$ cat src/hdl/lssw_pkg.sv
package lssw_pkg;
  localparam int ADDR_W = 8;
  localparam int DATA_W = 16;
  localparam logic [ADDR_W-1:0] LINE_STATUS_WORD_ADDR = 8'h10;
  localparam logic [ADDR_W-1:0] EVENT_STATUS_ADDR = 8'h11;
  localparam logic [ADDR_W-1:0] EVENT_MASK_ADDR = 8'h12;
  // arbitrary neutral revision value
  localparam logic [4:0] PART_REVISION_DEFAULT = 5'h15;
  localparam int REV_MSB = 15;
  localparam int REV_LSB = 11;
  localparam int CARRIER_BIT = 10;
  localparam int PRIOR_MSB = 9;
  localparam int PRIOR_LSB = 8;
  localparam int CUR_MSB = 7;
  localparam int CUR_LSB = 5;
  localparam int EVT_W = 2;
  localparam int EVT_CHANGE = 0;
  localparam int EVT_CARRIER = 1;
  localparam logic [DATA_W-1:0] ZERO_WORD = 16'h0000;
  localparam logic [EVT_W-1:0] EVT_ZERO = 2'h0;

  typedef enum logic [2:0] {
    LSSW_NOISE = 3'h0,
    LSSW_ACTIVE = 3'h1,
    LSSW_UNDEF = 3'h2,
    LSSW_SHORT_IDLE = 3'h3,
    LSSW_QUIET = 3'h4,
    LSSW_MASTER = 3'h5,
    LSSW_HALT = 3'h6,
    LSSW_LONG_IDLE = 3'h7
  } lssw_cond_t;

  typedef enum logic [1:0] {
    LSSW_PRIOR_QUIET = 2'h0,
    LSSW_PRIOR_MASTER = 2'h1,
    LSSW_PRIOR_HALT = 2'h2,
    LSSW_PRIOR_LONG_IDLE = 2'h3
  } lssw_prior_t;

  typedef struct packed {
    logic [ADDR_W-1:0] addr;
    logic [DATA_W-1:0] wdata;
    logic wr;
    logic rd;
  } lssw_req_t;

  typedef struct packed {
    logic change;
    lssw_cond_t cond;
  } lssw_track_t;
endpackage

$ cat src/hdl/lssw_sync.sv
`timescale 1ns/1ns
module lssw_sync (
  input wire logic i_clk_sys,
  input wire logic i_reset,
  input wire logic i_async,
  output logic o_sync
);
  logic stage1;
  logic stage2;
  logic next_stage1;
  logic next_stage2;

  always_comb begin
    next_stage1 = i_async;
    next_stage2 = stage1;
  end

  // first stage feeds only the second
  always_ff @(posedge i_clk_sys) begin
    if (i_reset) begin
      stage1 <= 1'b0;
      stage2 <= 1'b0;
    end else begin
      stage1 <= next_stage1;
      stage2 <= next_stage2;
    end
  end

  assign o_sync = stage2;
endmodule

$ cat src/hdl/lssw_top.sv
// Strobed register access and the register offsets were left to the implementer.
`timescale 1ns/1ns
module lssw_top #(
  parameter logic [4:0] PART_REVISION = lssw_pkg::PART_REVISION_DEFAULT
) (
  input wire logic i_clk_sys,
  input wire logic i_reset,
  input wire lssw_pkg::lssw_req_t i_req,
  input wire lssw_pkg::lssw_track_t i_track,
  input wire logic i_carrier_present_input,
  output logic [lssw_pkg::DATA_W-1:0] o_rdata,
  output logic o_irq
);
  import lssw_pkg::*;

  logic rd_word;
  logic rd_event;
  logic rd_mask;
  logic wr_mask;
  logic carrier_sync;
  logic carrier_last;
  logic next_carrier_last;
  logic carrier_edge;
  logic cond_taken;
  lssw_cond_t current_link_condition;
  lssw_cond_t next_current;
  lssw_prior_t prior_link_condition;
  lssw_prior_t next_prior;
  logic prior_capture;
  lssw_prior_t prior_code;
  logic [REV_MSB-REV_LSB:0] part_revision_field;
  logic carrier_absent;
  logic [DATA_W-1:0] status_word;
  logic [EVT_W-1:0] evt_set;
  logic [EVT_W-1:0] evt_status;
  logic [EVT_W-1:0] next_status;
  logic [EVT_W-1:0] evt_mask;
  logic [EVT_W-1:0] next_mask;
  logic irq;
  logic next_irq;
  logic [DATA_W-1:0] rdata;
  logic [DATA_W-1:0] next_rdata;

  // carrier pin comes from the receiver, outside this clock
  lssw_sync lssw_sync_inst (
    .i_clk_sys(i_clk_sys),
    .i_reset(i_reset),
    .i_async(i_carrier_present_input),
    .o_sync(carrier_sync)
  );

  // register port decode; only the mask takes writes
  always_comb begin
    rd_word = 1'b0;
    rd_event = 1'b0;
    rd_mask = 1'b0;
    wr_mask = 1'b0;
    if (i_req.rd) begin
      case (i_req.addr)
        LINE_STATUS_WORD_ADDR: begin
          rd_word = 1'b1;
        end
        EVENT_STATUS_ADDR: begin
          rd_event = 1'b1;
        end
        EVENT_MASK_ADDR: begin
          rd_mask = 1'b1;
        end
        default: begin
          rd_word = 1'b0;
        end
      endcase
    end
    // writes to the status word fall through untouched
    if (i_req.wr && (i_req.addr == EVENT_MASK_ADDR)) begin
      wr_mask = 1'b1;
    end
  end

  // edge detector starts at the same level as the reset sync flops
  always_comb begin
    next_carrier_last = carrier_sync;
    carrier_edge = carrier_sync ^ carrier_last;
  end

  always_ff @(posedge i_clk_sys) begin
    if (i_reset) begin
      carrier_last <= 1'b0;
    end else begin
      carrier_last <= next_carrier_last;
    end
  end

  // a repeated report of the same condition is not a change
  always_comb begin
    cond_taken = i_track.change && (i_track.cond != current_link_condition);
    next_current = current_link_condition;
    if (cond_taken) begin
      next_current = i_track.cond;
    end
  end

  always_ff @(posedge i_clk_sys) begin
    if (i_reset) begin
      current_link_condition <= LSSW_NOISE;
    end else begin
      current_link_condition <= next_current;
    end
  end

  // only the four long-lived conditions are worth remembering
  always_comb begin
    prior_capture = 1'b0;
    prior_code = prior_link_condition;
    case (current_link_condition)
      LSSW_QUIET: begin
        prior_capture = 1'b1;
        prior_code = LSSW_PRIOR_QUIET;
      end
      LSSW_MASTER: begin
        prior_capture = 1'b1;
        prior_code = LSSW_PRIOR_MASTER;
      end
      LSSW_HALT: begin
        prior_capture = 1'b1;
        prior_code = LSSW_PRIOR_HALT;
      end
      LSSW_LONG_IDLE: begin
        prior_capture = 1'b1;
        prior_code = LSSW_PRIOR_LONG_IDLE;
      end
      default: begin
        prior_capture = 1'b0;
        prior_code = prior_link_condition;
      end
    endcase
    next_prior = prior_link_condition;
    if (cond_taken && prior_capture) begin
      next_prior = prior_code;
    end
  end

  always_ff @(posedge i_clk_sys) begin
    if (i_reset) begin
      prior_link_condition <= LSSW_PRIOR_QUIET;
    end else begin
      prior_link_condition <= next_prior;
    end
  end

  // pure wiring of live state, so reading it changes nothing
  always_comb begin
    part_revision_field = PART_REVISION;
    carrier_absent = ~carrier_sync;
    status_word = ZERO_WORD;
    status_word[REV_MSB:REV_LSB] = part_revision_field;
    status_word[CARRIER_BIT] = carrier_absent;
    status_word[PRIOR_MSB:PRIOR_LSB] = prior_link_condition;
    status_word[CUR_MSB:CUR_LSB] = current_link_condition;
  end

  always_comb begin
    evt_set = EVT_ZERO;
    evt_set[EVT_CHANGE] = cond_taken;
    evt_set[EVT_CARRIER] = carrier_edge;
  end

  // a new event beats a read-clear in the same cycle
  for (genvar b = 0; b < EVT_W; b++) begin : g_evt
    assign next_status[b] = evt_set[b] | (evt_status[b] & ~rd_event);
  end

  always_ff @(posedge i_clk_sys) begin
    if (i_reset) begin
      evt_status <= EVT_ZERO;
    end else begin
      evt_status <= next_status;
    end
  end

  always_comb begin
    next_mask = evt_mask;
    if (wr_mask) begin
      next_mask = i_req.wdata[EVT_W-1:0];
    end
  end

  always_ff @(posedge i_clk_sys) begin
    if (i_reset) begin
      evt_mask <= EVT_ZERO;
    end else begin
      evt_mask <= next_mask;
    end
  end

  // irq follows the next status so it rises with the sticky bit
  always_comb begin
    next_irq = |(next_status & next_mask);
  end

  always_ff @(posedge i_clk_sys) begin
    if (i_reset) begin
      irq <= 1'b0;
    end else begin
      irq <= next_irq;
    end
  end

  always_comb begin
    next_rdata = ZERO_WORD;
    if (rd_word) begin
      next_rdata = status_word;
    end else if (rd_event) begin
      next_rdata[EVT_W-1:0] = evt_status;
    end else if (rd_mask) begin
      next_rdata[EVT_W-1:0] = evt_mask;
    end
  end

  always_ff @(posedge i_clk_sys) begin
    if (i_reset) begin
      rdata <= ZERO_WORD;
    end else begin
      rdata <= next_rdata;
    end
  end

  assign o_rdata = rdata;
  assign o_irq = irq;
endmodule

$ cat config.mk
export PLATFORM = sky130hd
export DESIGN_NAME = lssw_top
export DESIGN_NICKNAME = d
export VERILOG_FILES = /design/src/hdl/lssw_pkg.sv /design/src/hdl/lssw_sync.sv /design/src/hdl/lssw_top.sv
export SDC_FILE = /design/constraint.sdc
export NUM_CORES = 1
export LEC_CHECK = 0
export BUFFER_PORTS_ARGS = -buffer_cell sky130_fd_sc_hd__buf_2
export CORE_ASPECT_RATIO = 1.25
export CORE_MARGIN = 2
export CORE_UTILIZATION = 40
export DETAILED_ROUTE_END_ITERATION = 7
export PLACE_DENSITY = 0.85
export RECOVER_POWER = 50
export SETUP_SLACK_MARGIN = 0.4
export SKIP_LAST_GASP = 1
export SYNTH_ARGS = -nofsm -noshare
export SYNTH_HDL_FRONTEND = slang
export SYNTH_HIERARCHICAL = 1
export SYNTH_SLANG_ARGS = --single-unit
$ cat constraint.sdc
create_clock -name i_clk_sys -period 1.6 [get_ports i_clk_sys]
set_input_delay 0.08 -clock i_clk_sys [delete_from_list [all_inputs] [get_ports i_clk_sys]]
set_output_delay 0.08 -clock i_clk_sys [all_outputs]
set_load 0.005 [all_outputs]
==> results_dict.tcl <==
set metrics [dict create \
    status "finished clean" \
    drtIter0Drc 5 \
    num_vias 678 \
    grt_pass1_vias 710 \
    synthCells 83 \
    maxCapViolations 0 \
    vdd.ir_drop.worst_mv 0.5001 \
    cts_tree "yes" \
    dr.pass1.iters 4 \
    io_buffers 30 \
    diodes 0 \
    grt_pass1_wl_mm 2.815 \
    min_path_type "in2reg" \
    synth_top_area_share_pct 50.07 \
    clkSinkCount 22 \
    cts_buffers 3 \
    hold_end "o_rdata[10]" \
    final_util_pct 51.99 \
    regToRegStartpoint "current_link_condition[0]" \
    wl_met1_um 688 \
    period_minus_slack_ns 1.269 \
    worstSetupPathType "reg2reg" \
    gp_congestion 0.8340 \
    dr_wl_met3_um 118 \
    r2r_setup_slack_ns 0.33 \
    pre_cts_ws_ns 0.2543 \
    setup_viol 0 \
    power.total_mw 1.075 \
    yosysMostFrequentCell "dfxtp_1" \
    skew_ns 0.008783 \
    cp.arrival_ns 1.45 \
    syn2layout_area_growth_pct 26.46 \
    yosys_warnings 6 \
    seq_area_frac_synth_pct 50.07 \
    grt_max_degree 19 \
    slew_viol_final 0 \
    swShare_pct 20.20 \
    grt_usage_pct 14.43 \
    worstMarginPinSlew_ns 0.4949 \
    die-width_um 45.94 \
    powerDensity_nw_per_um2 966.5 \
    setup_tns_ns 0 \
    synth_area_leader_cell "dfxtp_1" \
    switchingPower_mw 0.2172 \
    hpwl_mm 1.272 \
    place_inst 129 \
    clkPwrFrac_pct 37.9 \
    vias_per_cell 4.985 \
    timing.final.crit_share_pct 79.34 \
    worstPathRequired_ns 1.78 \
    die_h_um 56.43 \
    rsz0062_at_grt "yes" \
    report.final.hold_viol_count 0 \
    start_util_pct 41.11 \
    top_layer "met4" \
    met2WireLength_um 819 \
    drt-total-wl_mm 1.651 \
    fmax_mhz 787.8 \
    design.core.area_um2 2140 \
    hp-start "i_req[18]" \
    p_comb_share_pct 9.2 \
    ctsLongestPathBuffers 2 \
    relSlewSlack_pct 66.75 \
    worst_setup_path_start_kind "flip-flop" \
    syn_avg_cell_area_um2 10.60 \
    p_seq_share_pct 52.9 \
    layout-drive-gt1-share_pct 34.78 \
    htree_levels 1 \
    synth_area_leaders "dfxtp_1, mux2i_1, buf_4" \
    root_buffer "clkbuf_4" \
    min_path_cells 2 \
    synthTopCellsByCount "dfxtp_1, nor2_1, buf_4, mux2i_1" \
    grt_overflow 0 \
    synthArstFlopShare_pct 0 \
    netlist_area_um2 879.6 \
    clkTransAtPathRegs_ns 0.12 \
    row_count 19 \
    clk_latency_ns 0.30 \
    ant_nets 0 \
    layout.cells.non_filler 136 \
    synthFlopType "dfxtp_1" \
    fp.dieArea_um2 2592 \
    io-pin-count 50 \
    synth_edf_count 0 \
    wl_per_cell_um 12.14 \
    post-route-drc-count 0 \
    ys_types 24 \
    nets 149 \
    rr_endpoint "prior_link_condition[0]" \
    crit_fanout 2 \
    setup_ws_ns 0.3306 \
    synth-seq-cells 22 \
    antenna_found_initial 0 \
    p_int_mw 0.8579 \
    crit_path_end_kind "flip-flop" \
    leakage_nw 0.5316 \
    r2r_cells 4 \
]
-- metrics by stage --
| step | hold WS [ns] | cell area (µm²) |
|---|---|---|
| floorplan | 0.1516 | 894.6 |
| CTS | 0.02810 | 1130 |
| detailed placement | 0.2948 | 1011 |
| finish | 0.01509 | 1112 |
| global placement | 0.2932 | 1011 |
| global route | -0.003599 | 1112 |
-- registers in the layout, summed over array words and instances, names as in the netlist --
name / cells
lssw_sync_inst/o_sync: 1
prior_link_condition: 2
carrier_last: 1
o_rdata: 9
o_irq: 1
evt_status: 2
current_link_condition: 3
lssw_sync_inst/next_stage2: 1
evt_mask: 2
-- layer usage --
metal / global-route usage, % / up-vias
met1: 17.00 / 310
met4: 7.755 / 0
met3: 2.251 / 4
met2: 23.81 / 32
met5: 0 / -
li1: - / 332
-- layout by cell type, fill, tap and decap left out, types with 2 or more instances in the layout --
master | netlist | final
buf_4 | 7 | 2
buf_2 | 0 | 26
conb_1 | 1 | 5
nor3_1 | 2 | 3
clkbuf_4 | 0 | 3
xor2_2 | 0 | 3
and2_1 | 6 | 6
dfxtp_1 | 22 | 21
nor2_1 | 10 | 10
clkbuf_1 | 2 | 4
nor2b_1 | 6 | 6
mux2i_1 | 7 | 7
a32oi_1 | 2 | 2
-- cells by family (layout without fill, tap and decap cells) --
family          Yosys count  count (layout)  share of synthesized area [%]
other cells               1               5                         0.4263
mux                       7               7                          7.966
simple gates             32              32                          23.33
buf+inv                  10              38                          7.254
xor+xnor                  4               4                          3.983
flops                    22              22                          50.07
compound gates            7               7                          6.971
-- worst max-delay path, cell delays in order, from the launching register on --
cell	delay, ns
dfxtp_1	0.36
xor2_2	0.17
o311ai_4	0.35
mux2i_1	0.22
nor2_1	0.05
-- layout make-up --
class | count | area, µm²
inverter | 1 | 3.754
clock inverter | 1 | 30.03
clock buffer | 3 | 22.52
sequential | 22 | 444.2
fill | 208 | 1027
tap | 21 | 26.28
multi-input combinational | 55 | 415.4
timing repair buffer | 33 | 170.2
-- power groups by stage --
stage | logic (mW) | registers [mW] | clock network (mW)
after floorplan | 0.0525 | 0.579 | 0
after global placement | 0.0790 | 0.580 | 0
after detailed placement | 0.0831 | 0.582 | 0
after CTS | 0.101 | 0.569 | 0.423
after global routing | 0.109 | 0.572 | 0.455
final | 0.0990 | 0.569 | 0.407
-- how the worst max path moves through the flow --
stage	from	endpoint	slack, ns
2_1_floorplan	current_link_condition[1]	prior_link_condition[0]	0.40
3_3_place_gp	i_req[21]	o_irq	0.32
3_5_place_dp	current_link_condition[1]	prior_link_condition[0]	0.25
4_1_cts	current_link_condition[0]	prior_link_condition[0]	0.33
5_1_grt	current_link_condition[0]	prior_link_condition[0]	0.24
6_report	current_link_condition[0]	prior_link_condition[0]	0.33
-- what timing repair did --
item,4_1_cts,5_1_grt
endpoints found under the hold margin,1,0
resized for setup,8,1
pin swaps,2,0
setup buffers,2,0
setup endpoints to repair,4,4
hold buffers,1,0
Note: power is estimated with default switching activity, not from simulation.
